`config.mk`:
```
export PLATFORM = sky130hd
export DESIGN_NAME = i2c_interrupt_reset
export DESIGN_NICKNAME = d
export VERILOG_FILES = /design/src/i2c_irq_pkg.sv /design/src/i2c_priority_arbiter.sv /design/src/i2c_fifo_level_counter.sv /design/src/i2c_interrupt_reset.sv
export SDC_FILE = /design/constraint.sdc
export NUM_CORES = 1
export LEC_CHECK = 0
export BUFFER_PORTS_ARGS = -buffer_cell sky130_fd_sc_hd__buf_2
export CORE_ASPECT_RATIO = 0.7
export CORE_UTILIZATION = 45
export DETAILED_ROUTE_END_ITERATION = 12
export GPL_TIMING_DRIVEN = 0
export PLACE_DENSITY = 0.64
export SYNTH_ARGS = -nofsm -noshare
export SYNTH_HDL_FRONTEND = slang
export SYNTH_SLANG_ARGS = --single-unit
```
`constraint.sdc`:
```
create_clock -name core_clk -period 5.2 [get_ports core_clk]
set_input_delay 0.52 -clock core_clk [delete_from_list [all_inputs] [get_ports core_clk]]
set_output_delay 0.52 -clock core_clk [all_outputs]
set_load 0.1 [all_outputs]
```
`src/i2c_irq_pkg.sv`:
```
package i2c_irq_pkg;

  // ==========================================================================
  // Register offsets (word offsets)
  localparam logic [5:0] OFF_OWN_ADDR   = 6'h00;
  localparam logic [5:0] OFF_ENABLE     = 6'h01;
  localparam logic [5:0] OFF_STATUS     = 6'h02;
  localparam logic [5:0] OFF_CLK_LOW    = 6'h03;
  localparam logic [5:0] OFF_CLK_HIGH   = 6'h04;
  localparam logic [5:0] OFF_COUNT      = 6'h05;
  localparam logic [5:0] OFF_RX_DATA    = 6'h06;
  localparam logic [5:0] OFF_TARGET     = 6'h07;
  localparam logic [5:0] OFF_TX_DATA    = 6'h08;
  localparam logic [5:0] OFF_MODE       = 6'h09;
  localparam logic [5:0] OFF_SOURCE     = 6'h0A;
  localparam logic [5:0] OFF_EXT_MODE   = 6'h0B;
  localparam logic [5:0] OFF_PRESCALE   = 6'h0C;
  localparam logic [5:0] OFF_TX_FIFO    = 6'h20;
  localparam logic [5:0] OFF_RX_FIFO    = 6'h21;

  // ==========================================================================
  // Event bit positions (enable and status share them)
  localparam int EV_ARB_LOST  = 0;
  localparam int EV_NO_ACK    = 1;
  localparam int EV_ACC_READY = 2;
  localparam int EV_RX_READY  = 3;
  localparam int EV_TX_READY  = 4;
  localparam int EV_STOP      = 5;
  localparam int EV_ADDRESSED = 6;
  localparam int EVENT_COUNT  = 7;

  // ==========================================================================
  // Field positions
  localparam int MODE_RESET_BIT   = 5;
  localparam int FIFO_FLAG_BIT    = 7;
  localparam int FIFO_CLEAR_BIT   = 6;
  localparam int FIFO_ENABLE_BIT  = 5;
  localparam int FIFO_LEVEL_LSB   = 0;
  localparam int FIFO_LEVEL_W     = 3;
  localparam int STATUS_TX_EMPTY  = 10;

  // ==========================================================================
  // Reset values
  localparam logic [15:0] STATUS_RESET = 16'h0410;
  localparam logic [15:0] ZERO_RESET   = 16'h0000;
  localparam logic [2:0]  FIFO_MAX     = 3'h4;

endpackage : i2c_irq_pkg

```
`src/i2c_priority_arbiter.sv`:
```
`timescale 1ns/1ps
`default_nettype none
module i2c_priority_arbiter #(
  parameter int WIDTH = 7
) (
  input  wire logic [WIDTH-1:0] pending,
  output logic      [2:0]       code
);

  // ==========================================================================
  // Lowest index wins; code is index plus one, zero when idle
  always_comb
  begin
    code = 3'h0;
    for (int i = WIDTH - 1; i >= 0; i--)
    begin
      if (pending[i])
      begin
        code = 3'(i + 1);
      end
    end
  end

endmodule : i2c_priority_arbiter
`default_nettype wire

```
`src/i2c_fifo_level_counter.sv`:
```
`timescale 1ns/1ps
`default_nettype none
module i2c_fifo_level_counter (
  input  wire logic       core_clk,
  input  wire logic       rst_n,
  input  wire logic       clear,
  input  wire logic       byteDone,
  input  wire logic [2:0] threshold,
  output logic      [2:0] level,
  output logic            reached
);

  typedef struct packed {
    logic [2:0] count;
  } state_type;

  state_type state_reg;
  state_type state_next;

  // ==========================================================================
  // Counts bytes moved, saturating at the largest threshold
  always_comb
  begin
    state_next = state_reg;
    if (clear)
    begin
      state_next.count = 3'h0;
    end
    else if (byteDone && state_reg.count != i2c_irq_pkg::FIFO_MAX)
    begin
      state_next.count = state_reg.count + 3'h1;
    end
  end

  always_ff @(posedge core_clk or negedge rst_n)
  begin
    if (!rst_n)
    begin
      state_reg <= '0;
    end
    else
    begin
      state_reg <= state_next;
    end
  end

  assign level   = state_reg.count;
  // Zero threshold never fires, avoiding a storm at idle
  assign reached = (threshold != 3'h0) && (state_reg.count >= threshold);

endmodule : i2c_fifo_level_counter
`default_nettype wire

```
`src/i2c_interrupt_reset.sv`:
```
// Implementation choice: the address-and-strobe port.
`timescale 1ns/1ps
`default_nettype none
module i2c_interrupt_reset (
  input  wire logic        core_clk,
  input  wire logic        rst_n,
  input  wire logic [5:0]  regAddr,
  input  wire logic [15:0] regWrData,
  input  wire logic        regWrite,
  input  wire logic        regRead,
  output logic      [15:0] regRdData,
  input  wire logic        txLoaded,
  input  wire logic        rxCopied,
  input  wire logic        accessDone,
  input  wire logic        noAck,
  input  wire logic        arbLost,
  input  wire logic        stopSeen,
  input  wire logic        addressed,
  input  wire logic        txFifoByte,
  input  wire logic        rxFifoByte,
  input  wire logic        sdaIn,
  input  wire logic        sclIn,
  output logic             sdaOut,
  output logic             sdaOe,
  output logic             sclOut,
  output logic             sclOe,
  output logic             moduleEnabled,
  output logic             basicEventInterrupt,
  output logic             fifoLevelInterrupt
);

  localparam int NEV = i2c_irq_pkg::EVENT_COUNT;

  typedef struct packed {
    logic [15:0]    ownAddr;
    logic [NEV-1:0] enable;
    logic [NEV-1:0] flags;
    logic           txEmpty;
    logic [15:0]    clkLow;
    logic [15:0]    clkHigh;
    logic [15:0]    count;
    logic [15:0]    rxData;
    logic [15:0]    target;
    logic [15:0]    txData;
    logic [15:0]    mode;
    logic [2:0]     source;
    logic [15:0]    extMode;
    logic [15:0]    prescale;
    logic           txFifoOn;
    logic [2:0]     txThresh;
    logic           txFifoFlag;
    logic           rxFifoOn;
    logic [2:0]     rxThresh;
    logic           rxFifoFlag;
    logic [15:0]    rdData;
    logic           basicIrq;
    logic           fifoIrq;
    logic           enabledOut;
    logic [2:0]     sdaSync;
    logic [2:0]     sclSync;
    logic           sdaLevel;
    logic           sclLevel;
  } state_type;

  state_type state_reg;
  state_type state_next;

  logic [NEV-1:0] events;
  logic [NEV-1:0] pending;
  logic [2:0]     nextCode;
  logic [2:0]     txLevel;
  logic [2:0]     rxLevel;
  logic           txReached;
  logic           rxReached;
  logic           inReset;
  logic           txClear;
  logic           rxClear;

  // ==========================================================================
  // Event collection
  assign events[i2c_irq_pkg::EV_ARB_LOST]  = arbLost;
  assign events[i2c_irq_pkg::EV_NO_ACK]    = noAck;
  assign events[i2c_irq_pkg::EV_ACC_READY] = accessDone;
  assign events[i2c_irq_pkg::EV_RX_READY]  = rxCopied;
  assign events[i2c_irq_pkg::EV_TX_READY]  = txLoaded;
  assign events[i2c_irq_pkg::EV_STOP]      = stopSeen;
  assign events[i2c_irq_pkg::EV_ADDRESSED] = addressed;

  assign inReset = !state_reg.mode[i2c_irq_pkg::MODE_RESET_BIT];
  // Gating by enable; flags themselves stay visible for polling
  assign pending = state_reg.flags & state_reg.enable;

  i2c_priority_arbiter #(
    .WIDTH (NEV)
  ) arbiter (
    .pending (pending),
    .code    (nextCode)
  );

  // ==========================================================================
  // FIFO level counters
  assign txClear = inReset || !state_reg.txFifoOn ||
                   (regWrite && regAddr == i2c_irq_pkg::OFF_TX_FIFO &&
                    regWrData[i2c_irq_pkg::FIFO_CLEAR_BIT]);
  assign rxClear = inReset || !state_reg.rxFifoOn ||
                   (regWrite && regAddr == i2c_irq_pkg::OFF_RX_FIFO &&
                    regWrData[i2c_irq_pkg::FIFO_CLEAR_BIT]);

  i2c_fifo_level_counter txCounter (
    .core_clk  (core_clk),
    .rst_n     (rst_n),
    .clear     (txClear),
    .byteDone  (txFifoByte),
    .threshold (state_reg.txThresh),
    .level     (txLevel),
    .reached   (txReached)
  );

  i2c_fifo_level_counter rxCounter (
    .core_clk  (core_clk),
    .rst_n     (rst_n),
    .clear     (rxClear),
    .byteDone  (rxFifoByte),
    .threshold (state_reg.rxThresh),
    .level     (rxLevel),
    .reached   (rxReached)
  );

  // ==========================================================================
  // Next state
  always_comb
  begin
    logic [NEV-1:0] clr;
    logic [NEV-1:0] setMask;
    clr        = '0;
    setMask    = '0;
    state_next = state_reg;

    // Pin inputs: three stages, change accepted when last two agree
    state_next.sdaSync = {state_reg.sdaSync[1:0], sdaIn};
    state_next.sclSync = {state_reg.sclSync[1:0], sclIn};
    if (state_reg.sdaSync[2] == state_reg.sdaSync[1])
    begin
      state_next.sdaLevel = state_reg.sdaSync[2];
    end
    if (state_reg.sclSync[2] == state_reg.sclSync[1])
    begin
      state_next.sclLevel = state_reg.sclSync[2];
    end

    // Register writes
    if (regWrite)
    begin
      case (regAddr)
        i2c_irq_pkg::OFF_OWN_ADDR: state_next.ownAddr  = regWrData;
        i2c_irq_pkg::OFF_ENABLE:   state_next.enable   = regWrData[NEV-1:0];
        i2c_irq_pkg::OFF_STATUS:   clr = regWrData[NEV-1:0];
        i2c_irq_pkg::OFF_CLK_LOW:  state_next.clkLow   = regWrData;
        i2c_irq_pkg::OFF_CLK_HIGH: state_next.clkHigh  = regWrData;
        i2c_irq_pkg::OFF_COUNT:    state_next.count    = regWrData;
        i2c_irq_pkg::OFF_TARGET:   state_next.target   = regWrData;
        i2c_irq_pkg::OFF_TX_DATA:
        begin
          state_next.txData  = regWrData;
          state_next.txEmpty = 1'b1;
        end
        i2c_irq_pkg::OFF_MODE:     state_next.mode     = regWrData;
        i2c_irq_pkg::OFF_EXT_MODE: state_next.extMode  = regWrData;
        i2c_irq_pkg::OFF_PRESCALE: state_next.prescale = regWrData;
        i2c_irq_pkg::OFF_TX_FIFO:
        begin
          state_next.txFifoOn = regWrData[i2c_irq_pkg::FIFO_ENABLE_BIT];
          state_next.txThresh = (regWrData[2:0] > i2c_irq_pkg::FIFO_MAX) ?
                                i2c_irq_pkg::FIFO_MAX : regWrData[2:0];
          if (regWrData[i2c_irq_pkg::FIFO_CLEAR_BIT])
          begin
            state_next.txFifoFlag = 1'b0;
          end
        end
        i2c_irq_pkg::OFF_RX_FIFO:
        begin
          state_next.rxFifoOn = regWrData[i2c_irq_pkg::FIFO_ENABLE_BIT];
          state_next.rxThresh = (regWrData[2:0] > i2c_irq_pkg::FIFO_MAX) ?
                                i2c_irq_pkg::FIFO_MAX : regWrData[2:0];
          if (regWrData[i2c_irq_pkg::FIFO_CLEAR_BIT])
          begin
            state_next.rxFifoFlag = 1'b0;
          end
        end
        default: ;
      endcase
    end

    // Source read clears the reported flag, ready flags excepted
    if (regRead && regAddr == i2c_irq_pkg::OFF_SOURCE &&
        state_reg.source != 3'h0)
    begin
      clr[state_reg.source - 3'h1] = 1'b1;
      clr[i2c_irq_pkg::EV_ACC_READY] = clr[i2c_irq_pkg::EV_ACC_READY] &&
        !(regRead && state_reg.source == 3'(i2c_irq_pkg::EV_ACC_READY + 1));
      clr[i2c_irq_pkg::EV_RX_READY] = clr[i2c_irq_pkg::EV_RX_READY] &&
        !(regRead && state_reg.source == 3'(i2c_irq_pkg::EV_RX_READY + 1));
      clr[i2c_irq_pkg::EV_TX_READY] = clr[i2c_irq_pkg::EV_TX_READY] &&
        !(regRead && state_reg.source == 3'(i2c_irq_pkg::EV_TX_READY + 1));
    end

    // Set wins over clear
    state_next.flags = (state_reg.flags & ~clr) | events;
    if (txLoaded)
    begin
      state_next.txEmpty = 1'b0;
    end
    if (rxCopied)
    begin
      state_next.rxData = {8'h00, 8'h00};
    end
    // Counter still shows the old level during a clear; ignore it then
    state_next.txFifoFlag = state_next.txFifoFlag | (txReached && !txClear);
    state_next.rxFifoFlag = state_next.rxFifoFlag | (rxReached && !rxClear);

    // Arbiter reloads source with the lowest pending code
    state_next.source   = nextCode;
    state_next.basicIrq = (nextCode != 3'h0) && !inReset;
    state_next.fifoIrq  = (state_next.txFifoFlag || state_next.rxFifoFlag) &&
                          !inReset;

    // Module reset holds status at default
    if (inReset)
    begin
      state_next.flags      = i2c_irq_pkg::STATUS_RESET[NEV-1:0];
      state_next.txEmpty    = i2c_irq_pkg::STATUS_RESET[
                                i2c_irq_pkg::STATUS_TX_EMPTY];
      state_next.txFifoFlag = 1'b0;
      state_next.rxFifoFlag = 1'b0;
      state_next.source     = 3'h0;
    end
    state_next.enabledOut = !inReset;

    // Read data, one cycle later; reserved offsets read zero
    state_next.rdData = 16'h0000;
    if (regRead)
    begin
      case (regAddr)
        i2c_irq_pkg::OFF_OWN_ADDR: state_next.rdData = state_reg.ownAddr;
        i2c_irq_pkg::OFF_ENABLE:   state_next.rdData = 16'(state_reg.enable);
        i2c_irq_pkg::OFF_STATUS:
        begin
          state_next.rdData = 16'(state_reg.flags);
          state_next.rdData[i2c_irq_pkg::STATUS_TX_EMPTY] = state_reg.txEmpty;
        end
        i2c_irq_pkg::OFF_CLK_LOW:  state_next.rdData = state_reg.clkLow;
        i2c_irq_pkg::OFF_CLK_HIGH: state_next.rdData = state_reg.clkHigh;
        i2c_irq_pkg::OFF_COUNT:    state_next.rdData = state_reg.count;
        i2c_irq_pkg::OFF_RX_DATA:  state_next.rdData = state_reg.rxData;
        i2c_irq_pkg::OFF_TARGET:   state_next.rdData = state_reg.target;
        i2c_irq_pkg::OFF_TX_DATA:  state_next.rdData = state_reg.txData;
        i2c_irq_pkg::OFF_MODE:     state_next.rdData = state_reg.mode;
        i2c_irq_pkg::OFF_SOURCE:   state_next.rdData = 16'(state_reg.source);
        i2c_irq_pkg::OFF_EXT_MODE: state_next.rdData = state_reg.extMode;
        i2c_irq_pkg::OFF_PRESCALE: state_next.rdData = state_reg.prescale;
        i2c_irq_pkg::OFF_TX_FIFO:
          state_next.rdData = {8'h00, state_reg.txFifoFlag, 1'b0,
                               state_reg.txFifoOn, 2'b00, state_reg.txThresh}
                              | {5'h00, txLevel, 8'h00};
        i2c_irq_pkg::OFF_RX_FIFO:
          state_next.rdData = {8'h00, state_reg.rxFifoFlag, 1'b0,
                               state_reg.rxFifoOn, 2'b00, state_reg.rxThresh}
                              | {5'h00, rxLevel, 8'h00};
        default: state_next.rdData = 16'h0000;
      endcase
    end
  end

  // ==========================================================================
  // State register; device reset leaves the module held in reset
  always_ff @(posedge core_clk or negedge rst_n)
  begin
    if (!rst_n)
    begin
      state_reg         <= '0;
      state_reg.flags   <= i2c_irq_pkg::STATUS_RESET[NEV-1:0];
      state_reg.txEmpty <= 1'b1;
      state_reg.sdaSync <= 3'b111;
      state_reg.sclSync <= 3'b111;
      state_reg.sdaLevel <= 1'b1;
      state_reg.sclLevel <= 1'b1;
    end
    else
    begin
      state_reg <= state_next;
    end
  end

  // ==========================================================================
  // Outputs registered, pin controls tied to constants; pins only released here, framing lives elsewhere
  assign regRdData           = state_reg.rdData;
  assign basicEventInterrupt = state_reg.basicIrq;
  assign fifoLevelInterrupt  = state_reg.fifoIrq;
  assign moduleEnabled       = state_reg.enabledOut;
  assign sdaOut              = 1'b0;
  assign sdaOe               = 1'b0;
  assign sclOut              = 1'b0;
  assign sclOe               = 1'b0;

endmodule : i2c_interrupt_reset
`default_nettype wire

```
======== Yosys cells after proc, flatten, opt, wreduce, memory -nomap -nowiden ========
Index checks and enable logic that the tools add are counted.
storage, ports and cells
  register bits after elaboration ......... 197
  bits of input ports ..................... 37
  output and inout bits ................... 23
operators by class
  add/sub/neg operators ................... 3
  $lt $le $gt $ge ......................... 5
  equal/unequal tests ..................... 20
  mux-type cells .......................... 34
  bitwise logic cells ..................... 9
  reductions and logical operators ........ 54
operators by type and width
  kind                   count
  $pmux W16 S14          1
  $mux W16               4
  $mux W49               1
  $mux W3                13
  $eq A6 B4 Y1 const B   5
  $reduce_and A2 Y1      13
  $or A8 B11 Y11         2
  $logic_and A1 B1 Y1    21
  $mux W7                3
  $eq A6 B3 Y1 const B   3
  $and A7 B7 Y7          2
  $or A7 B7 Y7           2
  $eq A6 B2 Y1 const B   2
  $eq A6 B6 Y1 const B   2
  $reduce_bool A3 Y1     4
  $ne A3 B3 Y1 const B   3
  $logic_not A1 Y1       8
  $mux W1                8
  $mux W8                1
  $not A7 Y7             1
  $add A3 B1 Y3 const B  2
  $eq A3 B3 Y1 const B   2
  $eq A6 B1 Y1 const B   1
  $ge A3 B3 Y1           2
  13 further kinds       19

======== Longest topological paths before layout ========
  depth after elaboration ................. 12
  depth in mapped cells ................... 8

======== By module ========
A second synthesis with hierarchy kept.
second synthesis, totals
  cell total of the unflattened synthesis .. 770
  area total of the unflattened synthesis .. 9594.2 um2
modules (own cells, without submodules)
  module                  times used  cells each  area each (um2)  sequential area each (um2)
  i2c_interrupt_reset     1           709         9044.9           4782.1
  i2c_fifo_level_counter  2           25          244.0            75.1
  i2c_priority_arbiter    1           11          61.3             0.0

======== Worst setup path after synthesis ========
OpenSTA, ideal clock, no wires.
  path type ............................... input to register
  start point ............................. input regAddr[0]
  end point ............................... register state_reg[204] (netlist bit)
  library setup time ...................... 0.125 ns
  arrival ................................. 2.071 ns
  required time ........................... 5.075 ns
  setup slack ............................. 3.004 ns
  stages .................................. 7
  path through ............................ clkbuf_2 > or4_1 > buf_6 > nor3_4 > nand2_4 > buf_6 > mux2_4
on the way
  longest elaborated chain between the ends .. 2
ends and longest elaborated chain
  what                         RTL line                    source
  from (decl)                  i2c_interrupt_reset.sv:7    input wire logic [5:0] regAddr,
  $logic_not A6 Y1             i2c_interrupt_reset.sv:154  case (regAddr)
  $reduce_and A2 Y1 (no line)  n/a
  to (signal assigned)         i2c_interrupt_reset.sv:290  state_reg <= state_next;
  to (decl)                    i2c_interrupt_reset.sv:65   state_type state_reg;
Every way passes these cells.
A chain may end at the register's enable or synchronous reset.

==> report_table.html <==
<table>
<tr><th>Metric</th><th>Value</th></tr>
<tr><th colspan="2">Floorplan</th></tr>
<tr><td>Site row count</td><td>43</td></tr>
<tr><td>Initial standard-cell utilization of the core</td><td>a little under half</td></tr>
<tr><td>Die width</td><td>between 150 and 200 um</td></tr>
<tr><td>Core region area</td><td>19,800 um2</td></tr>
<tr><td>Ports placed on the boundary</td><td>60</td></tr>
<tr><td>Height of the chip</td><td>121 um</td></tr>
<tr><td>Area enclosed by the die boundary</td><td>20,800 um2</td></tr>
<tr><th colspan="2">Global routing</th></tr>
<tr><td>Gr ovfl total</td><td>0</td></tr>
<tr><td>Largest net degree at the start of global routing</td><td>102</td></tr>
<tr><td>Total global routing track utilization</td><td>25.8%</td></tr>
<tr><td>Vias in the first global route</td><td>6,482</td></tr>
<tr><td>Initial antenna violation count</td><td>0</td></tr>
<tr><td>First-pass GRT wire length</td><td>38,500 um</td></tr>
<tr><th colspan="2">Logic synthesis</th></tr>
<tr><td>Synth top area share</td><td>53.6%</td></tr>
<tr><td>Part of the Yosys area used for sequential elements</td><td>54.2%</td></tr>
<tr><td>Number of synthesis warnings</td><td>0</td></tr>
<tr><td>Number of instances in the synthesized netlist</td><td>696</td></tr>
<tr><td>Number of synthesized flops with an enable pin</td><td>0</td></tr>
<tr><td>Yosys top cell by area</td><td>sky130_fd_sc_hd__dfrtp_1</td></tr>
<tr><td>Cell area after synthesis</td><td>9100 um2</td></tr>
<tr><td>FF+latch count, synth</td><td>197</td></tr>
<tr><td>Count of cell types in the netlist</td><td>just under 60</td></tr>
<tr><td>Post-Synthesis Mean Instance Area</td><td>13.1 um2</td></tr>
<tr><td>Most common flop cell mapped by yosys</td><td>sky130_fd_sc_hd__dfrtp_1</td></tr>
<tr><td>Proportion of synthesized flip-flops having asynchronous set or reset</td><td>100%</td></tr>
<tr><td>Cell types occupying the most area after synthesis</td><td>sky130_fd_sc_hd__dfrtp_1 (54%), sky130_fd_sc_hd__mux2_2 (18%), sky130_fd_sc_hd__a22o_1 (3.5%)</td></tr>
<tr><th colspan="2">Cells and area</th></tr>
<tr><td>Number of antenna cells inserted</td><td>0</td></tr>
<tr><td>Final non-filler cell area</td><td>10,400 um2</td></tr>
<tr><td>Flip-flop count of the largest register, all copies and words added</td><td>171</td></tr>
<tr><td>Share of cells above drive strength 1</td><td>between 30% and 40%</td></tr>
<tr><td>Final net count</td><td>819</td></tr>
<tr><td>Most common cell after layout, fill and taps aside</td><td>sky130_fd_sc_hd__dfrtp_1</td></tr>
<tr><td>Commonest cells after routing, fill and taps aside</td><td>sky130_fd_sc_hd__dfrtp_1 (195), sky130_fd_sc_hd__mux2_2 (149), sky130_fd_sc_hd__buf_2 (70), sky130_fd_sc_hd__a22o_1 (36), sky130_fd_sc_hd__a221oi_1 (26)</td></tr>
<tr><td>Post-route insts no fill</td><td>approximately 1,100</td></tr>
<tr><td>Synthesis-to-layout area growth</td><td>13.7%</td></tr>
<tr><th colspan="2">Critical path</th></tr>
<tr><td>Maximum fanout along the worst path</td><td>10</td></tr>
<tr><td>Worst-path cell chain</td><td>buf_2 &gt; nand2b_1 &gt; nor2_2 &gt; clkbuf_1 &gt; a22oi_1 &gt; and4_1 &gt; a31oi_1</td></tr>
<tr><td>Origin of the worst setup path</td><td>regAddr[2]</td></tr>
<tr><td>Type of destination of the critical path</td><td>flip-flop</td></tr>
<tr><td>Required time reported for the critical path endpoint</td><td>5.53 ns</td></tr>
<tr><td>Category of the most critical setup path</td><td>input pin to flip-flop</td></tr>
<tr><td>Slowest stage cell, crit path</td><td>sky130_fd_sc_hd__clkbuf_1</td></tr>
<tr><td>Start of the worst register-to-register path</td><td>rxCounter.level[0]$_DFFE_PN0P_</td></tr>
<tr><td>Critical path launch point type</td><td>input pin</td></tr>
<tr><td>WP data arrival</td><td>2.92 ns</td></tr>
<tr><td>Stage delay of the slowest cell on the critical path</td><td>around 0.74 ns</td></tr>
<tr><th colspan="2">STA</th></tr>
<tr><td>Post-route setup TNS</td><td>0 ns</td></tr>
<tr><td>Setup violators final</td><td>0</td></tr>
<tr><td>Setup ws final</td><td>between 2 and 3 ns</td></tr>
<tr><td>Worst max-slew margin expressed relative to the limit</td><td>30.1%</td></tr>
<tr><td>Final-report hold violation count</td><td>0</td></tr>
<tr><td>Clk_skew</td><td>0.00786 ns</td></tr>
<tr><td>Final period utilization</td><td>49.8%</td></tr>
<tr><td>Achievable Freq</td><td>386 MHz</td></tr>
<tr><td>Period minus WS final</td><td>2.59 ns</td></tr>
<tr><td>Worst Max-Slew Pin Slew</td><td>slightly above 1 ns</td></tr>
<tr><td>Pins over their slew limit</td><td>0</td></tr>
<tr><td>Unrepaired setup endpoints after global routing</td><td>no</td></tr>
<tr><th colspan="2">Clock network</th></tr>
<tr><td>Clk_lat worst skew</td><td>roughly 0.45 ns</td></tr>
<tr><td>Clock-pin slew reported for the worst setup and hold paths after clock tree synthesis</td><td>0.07 ns</td></tr>
<tr><td>Clock Path Buffers</td><td>2</td></tr>
<tr><td>Post-CTS resize count</td><td>0</td></tr>
<tr><td>CTS Sinks</td><td>approximately 200</td></tr>
<tr><td>Clock tree from TritonCTS</td><td>done</td></tr>
<tr><td>CTS Buf Count</td><td>17</td></tr>
<tr><td>CTS Hold Buffers Added</td><td>0</td></tr>
<tr><td>Root buffer cell</td><td>sky130_fd_sc_hd__clkbuf_16</td></tr>
<tr><td>Number of H-tree levels</td><td>4</td></tr>
<tr><td>Post-CTS repair timing setup buffer count</td><td>0</td></tr>
<tr><th colspan="2">Placement</th></tr>
<tr><td>Pre-CTS worst setup slack</td><td>2.24 ns</td></tr>
<tr><td>DP Area</td><td>9740 um2</td></tr>
<tr><td>Count of port buffers added during placement</td><td>49</td></tr>
<tr><td>Detailed Place HPWL</td><td>17,000 um</td></tr>
<tr><td>Number of placed cells counting well taps</td><td>1,019</td></tr>
<tr><td>Final GP Congestion</td><td>0.867</td></tr>
<tr><th colspan="2">Power</th></tr>
<tr><td>Total power</td><td>0.00358 W</td></tr>
<tr><td>Static Leak</td><td>4.90 nW</td></tr>
<tr><td>Power density relative to cell area</td><td>346 nW/um2</td></tr>
<tr><td>Worst IR drop on VDD</td><td>approximately 0.24 mV</td></tr>
<tr><th colspan="2">Route</th></tr>
<tr><td>Total wirelength of the detailed-routed design</td><td>25,200 um</td></tr>
<tr><td>Antenna Violating Nets Remaining</td><td>0</td></tr>
<tr><td>Average via count per standard cell</td><td>about 6.0</td></tr>
<tr><td>Wire length per cell</td><td>24.0 um</td></tr>
<tr><td>DRC violations left</td><td>0</td></tr>
<tr><td>Iter 0 DRT Violations</td><td>556</td></tr>
<tr><td>Count of TritonRoute iterations in the first routing pass</td><td>5</td></tr>
<tr><td>Via count</td><td>6,310</td></tr>
<tr><th colspan="2">Run status</th></tr>
<tr><td>Outcome</td><td>completed</td></tr>
<tr><th colspan="2">Run</th></tr>
<tr><td>Count of max-cap constraint violations</td><td>0</td></tr>
<tr><th colspan="2">Min path</th></tr>
<tr><td>Class of the worst hold path</td><td>input pin to async pin</td></tr>
</table>
==> layout make-up <==
type	instances	area (um2)
Buffer	60	352
Clock buffer	19	443
Clock inverter	12	176
Fill cell	1725	9440
Inverter	12	45.0
Multi-Input combinational cell	430	3790
Sequential cell	197	4930
Tap cell	270	338
Timing Repair Buffer	50	283
==> logic make-up (layout without fill, tap and decap cells) <==
logic type / count (synthesis) / after routing / synth area share, %
multiplexers: 159 / 159 / 20.1
adder cells (fa/ha/maj): 14 / 14 / 1.92
buffers and inverters: 72 / 153 / 4.36
AND/OR/NAND/NOR: 99 / 99 / 6.65
flip-flops: 197 / 197 / 54.2
XOR/XNOR: 2 / 2 / 0.192
other: 1 / 4 / 0.0412
AO/OA/AOI/OAI: 152 / 152 / 12.6
==> path summary, 6_finish.rpt <==
path                                             endpoint  slack, ns  cells after the start
max in group asynchronous  rxCounter.level[0]$_DFFE_PN0P_       4.13                      2
min in group core_clk          state_reg[184]$_DFFE_PN1P_       0.25                      2
setup / recovery                   regRdData[5]$_DFF_PN0_       2.61                      7
setup reg to reg             fifoLevelInterrupt$_DFF_PN0_       3.24                      7
hold reg to reg                   moduleEnabled$_DFF_PN0_       0.38                      0
hold / removal                  state_reg[56]$_DFFE_PN0P_       0.11                      1
==> power breakdown <==
group | internal, W | leakage (nW) | switching [W]
sequential | 0.00170 | 2.63 | 0.000107
clock | 0.000816 | 0.300 | 0.000590
combinational | 0.000173 | 1.97 | 0.000189
==> synthesized netlist by cell type (4+ instances only) <==
master	n
sky130_fd_sc_hd__clkbuf_1	14
sky130_fd_sc_hd__a22oi_1	21
sky130_fd_sc_hd__buf_2	22
sky130_fd_sc_hd__dfrtp_1	195
sky130_fd_sc_hd__nand2b_1	4
sky130_fd_sc_hd__mux2_2	149
sky130_fd_sc_hd__nand2_1	25
sky130_fd_sc_hd__a21boi_0	4
sky130_fd_sc_hd__a31oi_1	17
sky130_fd_sc_hd__nor2b_1	4
sky130_fd_sc_hd__a21oi_1	21
sky130_fd_sc_hd__mux2_4	10
sky130_fd_sc_hd__nand3_1	6
sky130_fd_sc_hd__and3_1	5
sky130_fd_sc_hd__nor3_1	7
sky130_fd_sc_hd__a22o_1	36
sky130_fd_sc_hd__buf_4	20
sky130_fd_sc_hd__o21ai_0	6
sky130_fd_sc_hd__a221oi_1	26
sky130_fd_sc_hd__ha_1	14
sky130_fd_sc_hd__nor2_1	13
sky130_fd_sc_hd__nand2_2	6
sky130_fd_sc_hd__nor2_4	5
sky130_fd_sc_hd__inv_1	12
==> worst max-delay path, delay by kind of cell <==
kind	cells	cell delay, ns
and+or+nand+nor	3	1.00
buffers and inverters	2	0.92
AOI/OAI and AO/OA	2	0.47
==> metrics by stage <==
stage | util, % | hold slack (ns)
floorplan | - | 0.224
detailed placement | 49.2 | 0.363
global placement | 49.0 | 0.360
global route | 52.3 | 0.169
finish | 52.3 | 0.109
CTS | 52.3 | 0.144
==> routing by layer <==
layer,GRT usage (%),up-vias,wire [um]
met5,0,-,0
met4,6.91,0,492
met3,7.14,39,1740
met2,39.0,211,11500
met1,36.3,3335,11400
li1,-,2725,-
Note: power is estimated with default switching activity, not from simulation.
